## src/common/fpio_pkg.sv

```systemverilog
// Constants, register map and types shared by the five-port I/O block.
package fpio_pkg;

   // ------------------------------------------------------------------
   // Geometry
   // ------------------------------------------------------------------
   localparam int NPORT  = 5;
   localparam int PORT_W = 8;
   localparam int ADDR_W = 8;
   localparam int BIT_W  = 3;

   typedef logic [PORT_W-1:0] fpio_byte_t;
   typedef logic [ADDR_W-1:0] fpio_addr_t;

   // ------------------------------------------------------------------
   // Register map
   // ------------------------------------------------------------------
   localparam fpio_addr_t ADDR_PORT0_LATCH  = 8'h80;
   localparam fpio_addr_t ADDR_PORT0_OPTION = 8'h86;
   localparam fpio_addr_t ADDR_PORT1_LATCH  = 8'h90;
   localparam fpio_addr_t ADDR_PORT2_LATCH  = 8'ha0;
   localparam fpio_addr_t ADDR_PORT3_LATCH  = 8'hb0;
   localparam fpio_addr_t ADDR_PORT4_LATCH  = 8'hd8;

   localparam fpio_addr_t PORT_ADDR [NPORT] = '{
      ADDR_PORT0_LATCH, ADDR_PORT1_LATCH, ADDR_PORT2_LATCH,
      ADDR_PORT3_LATCH, ADDR_PORT4_LATCH};

   // ------------------------------------------------------------------
   // Reset values and fields
   // ------------------------------------------------------------------
   localparam fpio_byte_t RST_LATCH      = 8'hff;
   localparam fpio_byte_t RST_OPTION     = 8'h00;
   localparam fpio_byte_t RD_UNMAPPED    = 8'h00;
   localparam int         OPT_PULLUP_BIT = 0;

   // Port indices with special roles.
   localparam int PORT_ADLO = 0;
   localparam int PORT_ADHI = 2;
   // Ports hidden from software while code runs from external memory.
   localparam logic [NPORT-1:0] EXT_LOCKED  = 5'h05;
   // Ports built as open drain rather than quasi-bidirectional.
   localparam logic [NPORT-1:0] OPEN_DRAIN  = 5'h01;

   // ------------------------------------------------------------------
   // Timing
   // ------------------------------------------------------------------
   // Strong pull-up time, in peripheral clock periods.
   localparam int         STRONG_PERIODS = 2;
   localparam int         CNT_W          = 2;
   localparam logic [CNT_W-1:0] STRONG_CYC =
      CNT_W'(STRONG_PERIODS);

   // ------------------------------------------------------------------
   // Write operations
   // ------------------------------------------------------------------
   typedef enum logic [1:0] {
      FPIO_OP_BYTE,
      FPIO_OP_SET,
      FPIO_OP_CLR,
      FPIO_OP_CPL
   } fpio_op_e;

endpackage

```

## src/common/fpio_port_if.sv

```systemverilog
// Control bundle from the register file to one port pin driver.
`timescale 1ns/100ps
interface fpio_port_if;
   logic [7:0] latch;      // Port latch contents.
   logic       ext_en;     // External bus owns the pins.
   logic [7:0] ext_val;    // Address or data byte for the bus.
   logic       ext_oe;     // Bus drives the pins.
   logic       open_drain; // Port is open drain.
   logic       pullup_en;  // Weak pull-up option for open drain.

   modport ctl (
      output latch, ext_en, ext_val, ext_oe, open_drain, pullup_en
   );
   modport drv (
      input  latch, ext_en, ext_val, ext_oe, open_drain, pullup_en
   );
endinterface

```

## src/design/fpio_pin_drv.sv

```systemverilog
// Pin driver for one eight-bit port: open drain or quasi-bidirectional.
`timescale 1ns/100ps
module fpio_pin_drv
   import fpio_pkg::*;
(
   input  wire logic       clk_sys_i, // System clock.
   input  wire logic       rst_i,     // Synchronous reset, high.
   input  wire logic       ce_i,      // Clock enable.
   fpio_port_if.drv        port,      // Control from register file.
   output fpio_pkg::fpio_byte_t pin_o,    // Pin output level.
   output fpio_pkg::fpio_byte_t pin_oe_o, // Pin strong drive enable.
   output fpio_pkg::fpio_byte_t weak_pu_o // Weak pull-up enable.
);

   fpio_byte_t             latch_d_r;
   logic [CNT_W-1:0]       cnt_r [PORT_W];
   fpio_byte_t             strong_nxt;
   fpio_byte_t             pin_r;
   fpio_byte_t             oe_r;
   fpio_byte_t             pu_r;

   // ------------------------------------------------------------------
   // Strong pull-up on a latch rise
   // ------------------------------------------------------------------
   always_comb begin
      for (int b = 0; b < PORT_W; b++) begin
         strong_nxt[b] = !port.ext_en && !port.open_drain &&
                         port.latch[b] &&
                         (!latch_d_r[b] || (cnt_r[b] != '0));
      end
   end

   always_ff @(posedge clk_sys_i) begin
      if (rst_i) begin
         latch_d_r <= RST_LATCH;
         for (int b = 0; b < PORT_W; b++) begin
            cnt_r[b] <= '0;
         end
      end else if (ce_i) begin
         latch_d_r <= port.latch;
         for (int b = 0; b < PORT_W; b++) begin
            if (!strong_nxt[b]) begin
               cnt_r[b] <= '0;
            end else if (!latch_d_r[b]) begin
               cnt_r[b] <= STRONG_CYC - 2'h1;
            end else begin
               cnt_r[b] <= cnt_r[b] - 2'h1;
            end
         end
      end
   end

   // ------------------------------------------------------------------
   // Registered pin drive
   // ------------------------------------------------------------------
   // Outside an external bus cycle a latch zero sinks; a latch one releases to the pull-ups.
   always_ff @(posedge clk_sys_i) begin
      if (rst_i) begin
         pin_r <= '0;
         oe_r  <= '0;
         pu_r  <= '0;
      end else if (ce_i) begin
         if (port.ext_en) begin
            pin_r <= port.ext_val;
            oe_r  <= {PORT_W{port.ext_oe}};
            pu_r  <= '0;
         end else if (port.open_drain) begin
            pin_r <= '0;
            oe_r  <= ~port.latch;
            pu_r  <= port.latch & {PORT_W{port.pullup_en}};
         end else begin
            pin_r <= strong_nxt;
            oe_r  <= ~port.latch | strong_nxt;
            pu_r  <= port.latch & ~strong_nxt;
         end
      end
   end

   assign pin_o     = pin_r;
   assign pin_oe_o  = oe_r;
   assign weak_pu_o = pu_r;

endmodule

```

## src/design/fpio_ports.sv

```systemverilog
// Register file and pin control for five eight-bit I/O ports.
//
// Decided for this implementation: the plain strobed port.
`timescale 1ns/100ps

// What this block does
// - All five port latches reset to all ones so every pin starts released.
// - Port zero is open drain: it sinks low strongly and never drives high from its latch.
// - Outside external bus cycles, option bit zero turns on the weak pull-ups of the port zero pins whose latch bit is one.
// - The option register resets to zero and its bits seven to one read 0.
// - During external access port zero carries the low address/data byte.
// - Port zero is hidden from software while code runs externally.
// - Port one is eight quasi-bidirectional pins driven by its latch.
// - Port two is quasi-bidirectional and carries the high address byte.
// - Port two is hidden from software while code runs externally.
// - Port three is eight quasi-bidirectional pins driven by its latch.
// - Port four is eight quasi-bidirectional pins driven by its latch.
// - Port four takes single-bit set, clear and test like the others.
// - A latch rise on a quasi-bidirectional pin turns on the strong pull-up for two clocks.
// - Read-modify-write work uses the latch, never the pin level.
// - As the external bus, port two drives high and low strongly; port zero does so only while ext_ad_oe_i is high.
module fpio_ports
   import fpio_pkg::*;
(
   input  wire logic                 clk_sys_i,       // System clock.
   input  wire logic                 rst_i,           // Sync reset, high.
   input  wire logic                 ce_i,            // Clock enable.
   input  wire fpio_pkg::fpio_addr_t bus_addr_i,      // Register address.
   input  wire fpio_pkg::fpio_byte_t bus_wdata_i,     // Write data.
   input  wire logic                 bus_wr_i,        // Write strobe.
   input  wire fpio_pkg::fpio_op_e   bus_op_i,        // Write operation.
   input  wire logic [fpio_pkg::BIT_W-1:0] bus_bit_i, // Bit index.
   input  wire logic                 bus_rd_i,        // Read strobe.
   input  wire logic                 bus_rmw_i,       // Read the latch.
   output fpio_pkg::fpio_byte_t      bus_rdata_o,     // Read data.
   output logic                      bus_bit_o,       // Tested bit.
   input  wire logic                 ext_access_i,    // External bus cycle.
   input  wire logic                 ext_code_exec_i, // Running external.
   input  wire logic                 ext_ad_oe_i,     // Drive AD byte.
   input  wire fpio_pkg::fpio_byte_t ext_ad_i,        // Low addr/data.
   input  wire fpio_pkg::fpio_byte_t ext_addr_hi_i,   // High address.
   input  wire fpio_pkg::fpio_byte_t pin_i [fpio_pkg::NPORT],  // Pins in.
   output fpio_pkg::fpio_byte_t      pin_o [fpio_pkg::NPORT],  // Pins out.
   output fpio_pkg::fpio_byte_t      pin_oe_o [fpio_pkg::NPORT], // Drive.
   output fpio_pkg::fpio_byte_t      weak_pu_o [fpio_pkg::NPORT] // Pull-up.
);

   // ------------------------------------------------------------------
   // Address decoding
   // ------------------------------------------------------------------
   // One-hot port select for an address; all zero when no port matches.
   function automatic logic [NPORT-1:0] port_hit(input fpio_addr_t a);
      logic [NPORT-1:0] h;
      h = '0;
      for (int p = 0; p < NPORT; p++) begin
         h[p] = (a == PORT_ADDR[p]);
      end
      return h;
   endfunction

   // Single-bit mask for a bit index.
   function automatic fpio_byte_t bit_mask(input logic [BIT_W-1:0] i);
      fpio_byte_t m;
      m = '0;
      m[i] = 1'b1;
      return m;
   endfunction

   logic [NPORT-1:0] wr_hit;
   logic [NPORT-1:0] rd_hit;
   logic             opt_wr;
   logic             opt_rd;
   fpio_byte_t       mask;

   always_comb begin
      // External code execution locks the latches of ports zero and two, not the option register.
      wr_hit = port_hit(bus_addr_i) &
               ~(EXT_LOCKED & {NPORT{ext_code_exec_i}});
      rd_hit = wr_hit;
      opt_wr = bus_wr_i && (bus_addr_i == ADDR_PORT0_OPTION);
      opt_rd = bus_rd_i && (bus_addr_i == ADDR_PORT0_OPTION);
      mask   = bit_mask(bus_bit_i);
   end

   // ------------------------------------------------------------------
   // Port latches
   // ------------------------------------------------------------------
   fpio_byte_t latch_r [NPORT];
   fpio_byte_t latch_nxt [NPORT];

   // Every operation other than a byte write works on the latch value,
   // so pins held low from outside never leak into the result.
   always_comb begin
      for (int p = 0; p < NPORT; p++) begin
         latch_nxt[p] = latch_r[p];
         if (bus_wr_i && wr_hit[p]) begin
            unique case (bus_op_i)
               FPIO_OP_BYTE: latch_nxt[p] = bus_wdata_i;
               FPIO_OP_SET:  latch_nxt[p] = latch_r[p] | mask;
               FPIO_OP_CLR:  latch_nxt[p] = latch_r[p] & ~mask;
               FPIO_OP_CPL:  latch_nxt[p] = latch_r[p] ^ mask;
            endcase
         end
      end
   end

   always_ff @(posedge clk_sys_i) begin
      if (rst_i) begin
         for (int p = 0; p < NPORT; p++) begin
            latch_r[p] <= RST_LATCH;
         end
      end else if (ce_i) begin
         for (int p = 0; p < NPORT; p++) begin
            latch_r[p] <= latch_nxt[p];
         end
      end
   end

   // ------------------------------------------------------------------
   // Port zero option register
   // ------------------------------------------------------------------
   logic pullup_en_r;

   always_ff @(posedge clk_sys_i) begin
      if (rst_i) begin
         pullup_en_r <= RST_OPTION[OPT_PULLUP_BIT];
      end else if (ce_i && opt_wr) begin
         pullup_en_r <= bus_wdata_i[OPT_PULLUP_BIT];
      end
   end

   // ------------------------------------------------------------------
   // Read path
   // ------------------------------------------------------------------
   fpio_byte_t rd_val;
   fpio_byte_t rdata_r;
   logic       rbit_r;

   // Pins are taken as synchronous, so no synchroniser is placed here.
   always_comb begin
      rd_val = RD_UNMAPPED;
      if (opt_rd) begin
         rd_val = RST_OPTION;
         rd_val[OPT_PULLUP_BIT] = pullup_en_r;
      end
      for (int p = 0; p < NPORT; p++) begin
         if (rd_hit[p]) begin
            rd_val = bus_rmw_i ? latch_r[p] : pin_i[p];
         end
      end
   end

   // Read data stand only in the cycle after the strobe.
   always_ff @(posedge clk_sys_i) begin
      if (rst_i) begin
         rdata_r <= '0;
         rbit_r  <= 1'b0;
      end else if (ce_i) begin
         if (bus_rd_i) begin
            rdata_r <= rd_val;
            rbit_r  <= rd_val[bus_bit_i];
         end else begin
            rdata_r <= '0;
            rbit_r  <= 1'b0;
         end
      end
   end

   assign bus_rdata_o = rdata_r;
   assign bus_bit_o   = rbit_r;

   // ------------------------------------------------------------------
   // Pin drivers
   // ------------------------------------------------------------------
   fpio_port_if port_if [NPORT] ();

   generate
      for (genvar g = 0; g < NPORT; g++) begin : g_port
         assign port_if[g].latch      = latch_r[g];
         assign port_if[g].open_drain = OPEN_DRAIN[g];
         assign port_if[g].pullup_en  = (g == PORT_ADLO) ?
                                        pullup_en_r : 1'b0;
         if (g == PORT_ADLO) begin : g_adlo
            assign port_if[g].ext_en  = ext_access_i;
            assign port_if[g].ext_val = ext_ad_i;
            assign port_if[g].ext_oe  = ext_ad_oe_i;
         end else if (g == PORT_ADHI) begin : g_adhi
            assign port_if[g].ext_en  = ext_access_i;
            assign port_if[g].ext_val = ext_addr_hi_i;
            assign port_if[g].ext_oe  = 1'b1;
         end else begin : g_plain
            assign port_if[g].ext_en  = 1'b0;
            assign port_if[g].ext_val = '0;
            assign port_if[g].ext_oe  = 1'b0;
         end

         fpio_pin_drv u_drv (
            .clk_sys_i (clk_sys_i),
            .rst_i     (rst_i),
            .ce_i      (ce_i),
            .port      (port_if[g]),
            .pin_o     (pin_o[g]),
            .pin_oe_o  (pin_oe_o[g]),
            .weak_pu_o (weak_pu_o[g])
         );
      end
   endgenerate

endmodule

```

## config.mk

```make
export PLATFORM = sky130hd
export DESIGN_NAME = fpio_ports
export DESIGN_NICKNAME = d
export VERILOG_FILES = /design/src/common/fpio_pkg.sv /design/src/common/fpio_port_if.sv /design/src/design/fpio_pin_drv.sv /design/src/design/fpio_ports.sv
export SDC_FILE = /design/constraint.sdc
export NUM_CORES = 1
export LEC_CHECK = 0
export BUFFER_PORTS_ARGS = -buffer_cell sky130_fd_sc_hd__buf_2
export CAP_MARGIN = 20
export CORE_MARGIN = 2
export CORE_UTILIZATION = 35
export CTS_BUF_LIST = sky130_fd_sc_hd__clkbuf_2
export CTS_CLUSTER_DIAMETER = 40
export DETAILED_ROUTE_END_ITERATION = 6
export PLACE_DENSITY = 0.64
export SLEW_MARGIN = 20
export SYNTH_ARGS = -nofsm -noshare
export SYNTH_HDL_FRONTEND = slang
export SYNTH_SLANG_ARGS = --single-unit
```

## constraint.sdc

```tcl
create_clock -name clk_sys_i -period 2.66 [get_ports clk_sys_i]
set_input_delay 0.266 -clock clk_sys_i [delete_from_list [all_inputs] [get_ports clk_sys_i]]
set_output_delay 0.266 -clock clk_sys_i [all_outputs]
set_load 0.01 [all_outputs]
```

# Word level (Yosys, flattened, before mapping)
# Memories as Yosys holds them, arrays and structs flattened.
# Index checks and enable logic that the tools add are counted.
[totals] mem_bits_rw=104 rom_bits=0 latchBits=0 reg_bits=162 n_memories=5 input_bits=86
[mem_list] name="latch_r" words=5 width=8 read_ports=5 rd_ports_with_merged_regs=0 write_ports=5 line_no="fpio_ports.sv:88" source="fpio_byte_t latch_r [NPORT];"
[mem_list] name="g_port[1].u_drv.cnt_r" words=8 width=2 read_ports=8 rd_ports_with_merged_regs=0 write_ports=8 line_no="fpio_pin_drv.sv:16" source="logic [CNT_W-1:0] cnt_r [PORT_W];"
[mem_list] name="g_port[2].u_drv.cnt_r" words=8 width=2 read_ports=8 rd_ports_with_merged_regs=0 write_ports=8 line_no="fpio_pin_drv.sv:16"
[mem_list] name="g_port[3].u_drv.cnt_r" words=8 width=2 read_ports=8 rd_ports_with_merged_regs=0 write_ports=8 line_no="fpio_pin_drv.sv:16"
[mem_list] name="g_port[4].u_drv.cnt_r" words=8 width=2 read_ports=8 rd_ports_with_merged_regs=0 write_ports=8 line_no="fpio_pin_drv.sv:16"
[op_classes] n_eq_ne=9 n_mul=0 div_mod_pow=0 shifts=0 n_bitwise=137 muxes=587 n_addsub=32 reduce_logical=147 n_lt_le_gt_ge=2
[ops] operator="$mux W1" count=457
[ops] operator="$mux W8" count=27
[ops] operator="$mux W2" count=96
[ops] operator="$pmux W8 S4" count=5
[ops] operator="$or A1 B1 Y1" count=101
[ops] operator="$and A8 B8 Y8" count=10
[ops] operator="$not A8 Y8" count=10
[ops] operator="$or A8 B8 Y8" count=9
[ops] operator="$reduce_bool A2 Y1" count=32
[ops] operator="$sub A2 B1 Y2 const B" count=32
[ops] operator="$logic_and A1 B1 Y1" count=49
[ops] operator="$eq A8 B8 Y1 const B" count=6
[ops] operator="$xor A8 B8 Y8" count=5
[ops] operator="$logic_not A1 Y1" count=33
[ops] operator="$logic_or A1 B1 Y1" count=32
[ops] operator="$and A5 B5 Y5" count=1
[ops] operator="$not A3 Y5" count=1
[ops] operator="$eq A2 B2 Y1 const B" count=2
[ops] operator="$lt A3 B4 Y1 const B" count=1
[ops] operator="$bmux W1 S3" count=1
[ops] operator="$demux W1 S3" count=1
[ops] operator="$ge A3 B1 Y1 const B" count=1
[ops] operator="$eq A2 B1 Y1 const B" count=1
[ops] operator="$logic_not A2 Y1" count=1

# Depth between registers and ports, before layout
# Gate-level depths: netlist of the first run.
[logic_depth] word_depth=11 depth_mapped=9

# By module
# From an unflattened synthesis of the first run, not the netlist that was laid out.
[hier_totals] hier_cells=1651 area_unflattened_um2=16203.0
[modules_own_cells] module="fpio_ports" n_inst=1 area_each_um2=4918.5 seq_area_each_um2=1401.3 cells_each=503
[modules_own_cells] module="fpio_pin_drv (g_port[1].u_drv ...)" n_inst=2 area_each_um2=2218.4 seq_area_each_um2=1121.1 cells_each=227
[modules_own_cells] module="fpio_pin_drv (g_port[3].u_drv)" n_inst=1 area_each_um2=2296.0 seq_area_each_um2=1121.1 cells_each=231
[modules_own_cells] module="fpio_pin_drv (g_port[0].u_drv)" n_inst=1 area_each_um2=2285.9 seq_area_each_um2=1121.1 cells_each=231
[modules_own_cells] module="fpio_pin_drv (g_port[2].u_drv)" n_inst=1 area_each_um2=2265.9 seq_area_each_um2=1121.1 cells_each=232

# Least setup slack after synthesis of the first run
# No wires, ideal clock.
[synth_path] kind="in2reg" start="input port ce_i" end="memory latch_r[0][0] in the netlist's numbering (enable)" stages=5 slack_ps=225 path_buffers=3 t_arrival_ps=2037 path_cell_list="clkbuf_1 clkbuf_1 clkbuf_1 nand3_1 o41ai_1"
[synth_lines] element="start, declared" line_no="fpio_ports.sv:27" source="input wire logic ce_i,"
[synth_lines] element="end, declared" line_no="fpio_ports.sv:88"

# Worst setup path after layout of the first run
[layout_path] start="input port bus_addr_i[4]" end="register rdata_r[7] (netlist: bus_rdata_o[7])"
[layout_between] elab_chain_len=8
[layout_rtl] element="start, declared" line_no="fpio_ports.sv:28" source="input wire fpio_pkg::fpio_addr_t bus_addr_i,"
[layout_rtl] element="$eq A8 B8 Y1" line_no="fpio_ports.sv:56" source="h[p] = (a == PORT_ADDR[p]);"
[layout_rtl] element="$and A5 B5 Y5 *" line_no="fpio_ports.sv:77" source="wr_hit = port_hit(bus_addr_i) &"
[layout_rtl] element="$mux W8 (4 in series)" line_no="fpio_ports.sv:147" source="if (rd_hit[p]) begin"
[layout_rtl] element="$mux W8 *" line_no="fpio_ports.sv:147"
[layout_rtl] element="$mux W8 *" line_no="fpio_ports.sv:159" source="if (bus_rd_i) begin"
[layout_rtl] element="end signal, assigned" line_no="fpio_ports.sv:160" source="rdata_r <= rd_val;"
[layout_rtl] element="end, declared" line_no="fpio_ports.sv:136" source="fpio_byte_t rdata_r;"
# Mark *: on every way between the ends. The rest lies on a longest branch, timed or not.
# A chain may end at the register's enable or synchronous reset.

==> results.json, run 1 <==
{
  "wl_per_cell_um": 18.1,
  "start_util_pct": 35.3,
  "die_area_sq_um": 40400,
  "maxCapViolCount": 0,
  "dr.pass1.iters": 5,
  "hp-class": "in2reg",
  "crit_slowest_cell": "dlygate4sd3_1",
  "final_max_slew_viol_count": 0,
  "grt_pass1_vias": 11900,
  "finalCritPeriodShare_pct": 97.6,
  "synth_top_cell_by_area": "dfxtp_1",
  "cts_buffer_depth": 3,
  "power.density_nw_per_um2": 549,
  "drt-met1-wl_mm": 17.9,
  "period_minus_slack_ns": 2.60,
  "start_kind": "input port",
  "row_count": 72,
  "p_total_mw": 9.13,
  "ios": 215,
  "worstSetupEndpointType": "flip-flop",
  "fmax_ghz": 0.385,
  "antenna_left": 0,
  "avgSynthCellArea_sq_um": 9.34,
  "synthAdderAreaFrac_pct": 10.3,
  "gp_congestion": 0.852,
  "final_cell_mix": "buf_2, nand2_1, dfxtp_1",
  "place_hpwl_mm": 29.5,
  "grt_pass1_wl_mm": 65.3,
  "critPathTopFamily": "buffers and inverters",
  "fin_worst_skew_ns": 0.0631,
  "ys_types": 51,
  "clock_latency_ns": 0.93,
  "power.leakage_nw": 7.93,
  "syn-num-nets": 1652,
  "layout.nets": 1958,
  "cts_buffers": 76,
  "syn_to_final_growth_pct": 22.5,
  "cts_max_level": 3,
  "vias": 11900,
  "syn_area_sq_um": 13600,
  "worst_pin_slew_ns": 0.850,
  "die_x_um": 201,
  "synth_top_family_by_area": "simple AND/OR/NAND/NOR gates",
  "final-seq-area_sq_um": 6370,
  "placed_cell_area_sq_um": 15300,
  "die_h_um": 201,
  "synth_top_area_share_pct": 23.9,
  "worstPathArrival_ns": 3.40,
  "slew_headroom_pct": 43.3,
  "worst-setup-path-type": "in2reg",
  "utilization_pct": 43.2,
  "tns_ns": 0,
  "cp_num_buf_inv": 5,
  "synth-simple-area-share_pct": 17.4,
  "routed-wl-met2_mm": 20.8,
  "cp_max_fo": 13,
  "io_buffers": 214,
  "timing.hold.ws_ns": 0.134,
  "vias_per_cell": 5.07,
  "synth-seq-cells": 266,
  "vdd_drop_max_mv": 0.223,
  "muxShareOfSynthArea_pct": 5.86,
  "fp.coreArea_sq_um": 38500,
  "final_common_cell": "buf_2",
  "seq_area_frac_synth_pct": 46.9,
  "drc_errors": 0,
  "status": "complete, no violations",
  "gr-total-overflow": 0,
  "final_layout_size_suffix_gt1_share_pct": 22.1,
  "ys_top_cells_by_area": "dfxtp_1, edfxtp_1, ha_1, nand2_1, mux2i_1",
  "crit_required_ns": 3.47,
  "setup_viol": 0,
  "synthArstFlopShare_pct": 0,
  "rsz0062_at_grt": "false",
  "netlist_instances": 1454,
  "grt_start_max_net_pins": 105,
  "clk_pin_slew_ns": 0.09,
  "synthXorXnorAreaFrac_pct": 0,
  "wl_mm": 42.3,
  "hold_viol": 0,
  "post-cts-setup-buffers": 0,
  "antenna_found_initial": 5,
  "topRoutingLayerUsed": "met4",
  "multiInputGateArea_sq_um": 6420,
  "synth-edff-count": 104,
  "drt_iter0_markers": 748,
  "synth_compound_area_share_pct": 13.6,
  "cts_tree": "done",
  "nFillCells": 3796,
  "cp_cell_sequence": "dlygate4sd3_1 > buf_2 > and2_1 > or3b_1 > buf_4 > o22ai_1 > dlygate4sd3_1 > nor2_1 > dlygate4sd3_1 > o21ai_0",
  "cpPeakStageDelay_ns": 0.59,
  "path_common_cell": "dlygate4sd3_1",
  "synth-warning-count": 0,
  "grtUsageTotal_pct": 20.8,
  "clock-sinks": 266,
  "ys.flop_type": "dfxtp_1",
  "finalInstanceArea_sq_um": 16600,
  "clockRootBuffer": "clkbuf_2",
  "dr_wl_met3_mm": 2.45
}
worst min-delay path: stages:
cell     delay, ns
buf_2         0.11
mux2i_1       0.15
o22ai_1       0.12
nor3_1        0.12
or4_1         0.13
o31ai_1       0.07
cells in the mapped netlist (3+ instances only):
library cell,instances
a21oi_1,77
dfxtp_1,162
nor3_1,28
mux2_2,12
o22ai_1,7
nand2b_1,61
ha_1,112
inv_1,128
and2_1,3
o32ai_1,8
nand3b_1,4
edfxtp_1,104
nor2b_1,12
o211a_1,24
a22o_1,9
nand2_1,209
buf_2,6
o211ai_1,18
a221oi_1,6
a22oi_1,40
o21ai_0,87
nor2_1,72
buf_1,5
clkbuf_1,69
nand3_1,43
and3_1,24
mux2i_1,66
nor3b_1,9
nand4_1,24
through the flow:
stage	std cells	setup WS, ns
after global placement	2141	0.0805
final	2341	0.0648
after detailed placement	2141	0.0600
after global routing	2341	0.0350
after CTS	2336	0.214
after floorplan	1454	0.225
report_power, final:
group	internal (mW)	leakage, nW	switching [mW]	total (mW)
logic	0.588	5.00	0.832	1.42
registers	4.47	2.37	0.150	4.62
clock network	1.32	0.559	1.77	3.09
total	6.37	7.93	2.76	9.13
cells by family (layout without fill, tap and decap cells):
logic type	count (synthesis)	in the layout
and+or+nand+nor	499	499
buffers and inverters	210	574
AOI/OAI and AO/OA	289	289
muxes	78	78
DFF	266	266
other	0	5
adders and majority gates	112	112
routing by layer:
metal,vias to the layer above,track usage (%)
met3,74,3.93
met2,354,35.5
li1,5734,-
met4,0,9.74
met5,-,0
met1,5710,25.3
final timing paths:
kind | start | cells past startpoint | to | slack (ns)
max | bus_addr_i[4] | 10 | bus_rdata_o[7]$_SDFFE_PP0P_ | 0.06
min | pin_i[15] | 6 | bus_bit_o$_SDFFE_PP0P_ | 0.13
max reg2reg | latch_r[0][31]$_SDFFCE_PN1P_ | 6 | bus_rdata_o[7]$_SDFFE_PP0P_ | 0.22
min reg2reg | bus_rdata_o[7]$_SDFFE_PP0P_ | 2 | bus_rdata_o[7]$_SDFFE_PP0P_ | 0.46
cell type report:
class	count	area share, %
inverter	129	2.91
clock buffer	125	3.76
multi-input combinational	978	38.6
clock inverter	11	0.451
antenna	5	0.0752
tap	518	3.90
timing repair buffer	309	12.0
sequential	266	38.3
state kept, by name, indices dropped and copies added, names as in the netlist:
signal and cells:
g_port.u_drv.pin_oe_o 40, g_port.u_drv.weak_pu_o 40, g_port.u_drv.cnt_r 64, bus_bit_o 1, bus_rdata_o 8, latch_r 40
g_port.u_drv.latch_d_r 32, port_if.pullup_en 1, g_port.u_drv.pin_o 40
repair_timing:
action | 4_1_cts | 5_1_grt
gates resized for setup | 0 | 1
endpoints found under the hold margin | 200 | 0
hold buffers | 59 | 0
setup endpoints to repair | 0 | 1
(Power assumes the default switching activity.)
==> run 2, diff against run 1 <==
--- a/config.mk
+++ b/config.mk
@@ -12,8 +12,10 @@
 export CTS_BUF_LIST = sky130_fd_sc_hd__clkbuf_2
 export CTS_CLUSTER_DIAMETER = 40
 export DETAILED_ROUTE_END_ITERATION = 6
-export PLACE_DENSITY = 0.64
+export PLACE_DENSITY = 0.63
+export SKIP_LAST_GASP = 1
 export SLEW_MARGIN = 20
 export SYNTH_ARGS = -nofsm -noshare
 export SYNTH_HDL_FRONTEND = slang
+export SYNTH_HIERARCHICAL = 1
 export SYNTH_SLANG_ARGS = --single-unit
==> run 2 against run 1 <==
Effect of this change: the run now ends with negative setup slack left; clock power increased by 17%; sequential share of layout area is 3.4 points lower; clock-buffer cell count up 3; die area grew 19%; area after synthesis increased by 19%; via count up 20%; final cell count up 18%; total power is 13% higher; first-iteration DRC count grew 22%; global-route usage fell by 0.23 points; sequential cell count rose by 24; final area grew 21%; critical path type unchanged; largest cell class unchanged; largest power group unchanged; highest routed layer is now met5.
==> results.json, run 2 <==
{
  "grtUsageTotal_pct": 20.5,
  "drt-met1-wl_mm": 21.3,
  "period_minus_slack_ns": 2.68,
  "wl_per_cell_um": 18.0,
  "synth-simple-area-share_pct": 18.3,
  "worst_r2r_path_depth": 7,
  "p_total_mw": 10.3,
  "muxShareOfSynthArea_pct": 5.24,
  "cpPeakStageDelay_ns": 0.64,
  "hold_viol": 0,
  "drc_errors": 0,
  "min_from": "ext_ad_i[0]",
  "routed-wl-met2_mm": 23.0,
  "worst-setup-path-type": "in2reg",
  "final_common_cell": "buf_2",
  "vias_per_cell": 5.16,
  "topRoutingLayerUsed": "met5",
  "fmax_ghz": 0.373,
  "worst_pin_slew_ns": 0.758,
  "crit_required_ns": 3.59,
  "ys_types": 79,
  "vdd_drop_max_mv": 0.339,
  "failed_checks": "negative setup slack",
  "clockRootBuffer": "clkbuf_2",
  "start_util_pct": 35.6,
  "worstPathArrival_ns": 3.61,
  "die_area_sq_um": 48000,
  "synth-warning-count": 6,
  "ys_top_cells_by_count": "inv_1, dfxtp_1, nand2_1, edfxtp_1, ha_1",
  "finalCritPeriodShare_pct": 101,
  "r2r-end": "bus_bit_o$_SDFFE_PP0P_",
  "pwr-share-comb_pct": 15.8,
  "final_max_slew_viol_count": 0,
  "fin_ws_ns": -0.0190,
  "clock-sinks": 290,
  "dr_wl_met3_mm": 3.74,
  "largest_register_ffs": 80,
  "synthXorXnorAreaFrac_pct": 0,
  "status": "finished, violations left",
  "cts_tree": "done",
  "wl_mm": 49.6,
  "synth_top_area_share_pct": 22.2,
  "largest_register": "g_port.u_drv/cnt_r",
  "grt_pass1_wl_mm": 76.7,
  "clock_latency_ns": 1.02,
  "internal_power_mw": 7.07,
  "avgSynthCellArea_sq_um": 9.81,
  "synth-seq-cells": 290,
  "seq_area_frac_synth_pct": 43.2,
  "fin_worst_skew_ns": 0.0545,
  "gp_congestion": 0.900,
  "netlist_instances": 1651,
  "ios": 215,
  "grt_start_max_net_pins": 66,
  "switching_share_pct": 31.2,
  "die_h_um": 219,
  "antenna_found_initial": 14,
  "power.share.clock_pct": 35.0,
  "final_layout_size_suffix_gt1_share_pct": 23.4,
  "grt_pass1_vias": 13900,
  "hp-class": "in2reg",
  "die_x_um": 219,
  "synth-edff-count": 120,
  "slew_headroom_pct": 49.4,
  "antenna_left": 0,
  "synth_top_family_by_area": "simple AND/OR/NAND/NOR gates",
  "syn_area_sq_um": 16200,
  "r2r-start": "latch_r[0][12]$_SDFFCE_PN1P_",
  "drt_iter0_markers": 910,
  "io_buffers": 214,
  "cts_buffers": 87,
  "cp_cell_sequence": "dlygate4sd3_1 > buf_2 > nor4b_4 > dlygate4sd3_1 > nand3_1 > o221a_1 > o221ai_1 > a31oi_1 > dlygate4sd3_1 > o32ai_1",
  "p_sw_mw": 3.20,
  "ys.flop_type": "dfxtp_1",
  "yosysMostFrequentCell": "inv_1",
  "dr.pass1.iters": 5,
  "fp.coreArea_sq_um": 45600,
  "synthAdderAreaFrac_pct": 9.27,
  "place_hpwl_mm": 35.0,
  "layout.nets": 2283,
  "cts_buffer_depth": 3,
  "final_cell_mix": "buf_2, inv_1, dfxtp_1",
  "utilization_pct": 44.1,
  "whs_endpoint": "g_port[0].u_drv/pin_o[0]$_SDFFE_PP0P_",
  "power.leakage_nw": 8.81,
  "syn_to_final_growth_pct": 24.1,
  "maxCapViolCount": 0,
  "crit_slowest_cell": "dlygate4sd3_1",
  "gr-total-overflow": 0,
  "start_kind": "input port",
  "worstSetupEndpointType": "flip-flop",
  "power.density_nw_per_um2": 511,
  "sequentialPowerShare_pct": 49.1,
  "synthArstFlopShare_pct": 0,
  "path_common_cell": "dlygate4sd3_1",
  "min_path_cells": 4,
  "ys_top_cells_by_area": "edfxtp_1, dfxtp_1, ha_1, inv_1, nand2_1",
  "cp_max_fo": 8,
  "synth_top_cell_by_area": "edfxtp_1",
  "vias": 14200,
  "ff2ff_setup_slack_ns": 0.11,
  "clk_pin_slew_ns": 0.10,
  "row_count": 78,
  "setup_viol": 1,
  "synth_compound_area_share_pct": 16.3,
  "cts_max_level": 3
}
run 2: cell types whose count changed after synthesis, sizes merged, moves of 27 or more:
cell    delta
a32o      +40
clkbuf    -37
nand2     -52
mux2      +34
o21ai     -28
a21oi     -30
nor2      +32
a211oi    +54
nor4      +27
inv       +66
nand2b    -46
mux2i     -33
buf       +47
run 2: how the worst max path moves through the flow:
stage,from,endpoint,slack (ns),cells past startpoint
4_1_cts,latch_r[0][35]$_SDFFCE_PN1P_,bus_bit_o$_SDFFE_PP0P_,0.05,7
3_5_place_dp,bus_addr_i[1],bus_bit_o$_SDFFE_PP0P_,0.38,6
6_report,bus_addr_i[4],bus_bit_o$_SDFFE_PP0P_,-0.02,10
2_1_floorplan,bus_bit_i[1],latch_r[0][10]$_SDFFCE_PN1P_,0.64,6
5_1_grt,latch_r[0][35]$_SDFFCE_PN1P_,bus_bit_o$_SDFFE_PP0P_,-0.003,7
3_3_place_gp,bus_addr_i[1],bus_bit_o$_SDFFE_PP0P_,0.34,6
run 2: area by class of cell:
class                           instances  area (sq um)
Antenna cell                            9          22.5
Clock buffer                          128           641
Clock inverter                         33           201
Fill cell                            4439         25500
Inverter                              195           732
Multi-Input combinational cell       1131          8180
Sequential cell                       290          7010
Tap cell                              600           751
Timing Repair Buffer                  372          2580
run 2: layer usage:
layer | up-vias | global-route usage (%)
li1 | 6855 | -
met3 | 100 | 5.29
met2 | 466 | 33.5
met4 | 12 | 8.65
met1 | 6802 | 25.7
met5 | - | 0
run 2: cell families (layout without fill, tap and decap cells):
kind of cell	after synthesis	in the layout
multiplexers	79	79
AO/OA/AOI/OAI	344	344
buffers and inverters	286	728
flip-flops	290	290
AND/OR/NAND/NOR	530	530
adder cells (fa/ha/maj)	120	120
other	2	67
run 2: power by group through the flow:
stage	clock, mW	sequential [mW]	combinational, mW
after floorplan	0	5.15	0.941
after global placement	0	5.15	1.43
after detailed placement	0	5.16	1.47
after CTS	3.78	5.06	1.59
after global routing	4.01	5.08	1.80
final	3.60	5.05	1.63
run 2: metrics by stage:
step / setup slack (ns) / hold WS (ns) / area [sq um] / setup TNS (ns) / std cells
after detailed placement: 0.379 / 0.445 / 18100 / 0 / 2473
after floorplan: 0.639 / 0.410 / 16400 / 0 / 1707
after CTS: 0.0514 / 0.00768 / 20000 / 0 / 2740
after global routing: -0.00281 / 0.0901 / 20100 / -0.00281 / 2753
final: -0.0190 / 0.164 / 20100 / -0.0190 / 2758
after global placement: 0.341 / 0.438 / 18100 / 0 / 2473
run 2: worst max-delay path: cells and delay by family:
kind,cells,cell delay (ns)
compound gates,4,0.88
buf+inv,4,1.93
simple gates,2,0.53
run 2: what timing repair did:
item | 4_1_cts | 5_1_grt
hold endpoints to repair | 283 | 0
setup endpoints to repair | 0 | 3
gates resized for setup | 0 | 1
hold buffers | 106 | 0
buffers inserted | 0 | 9
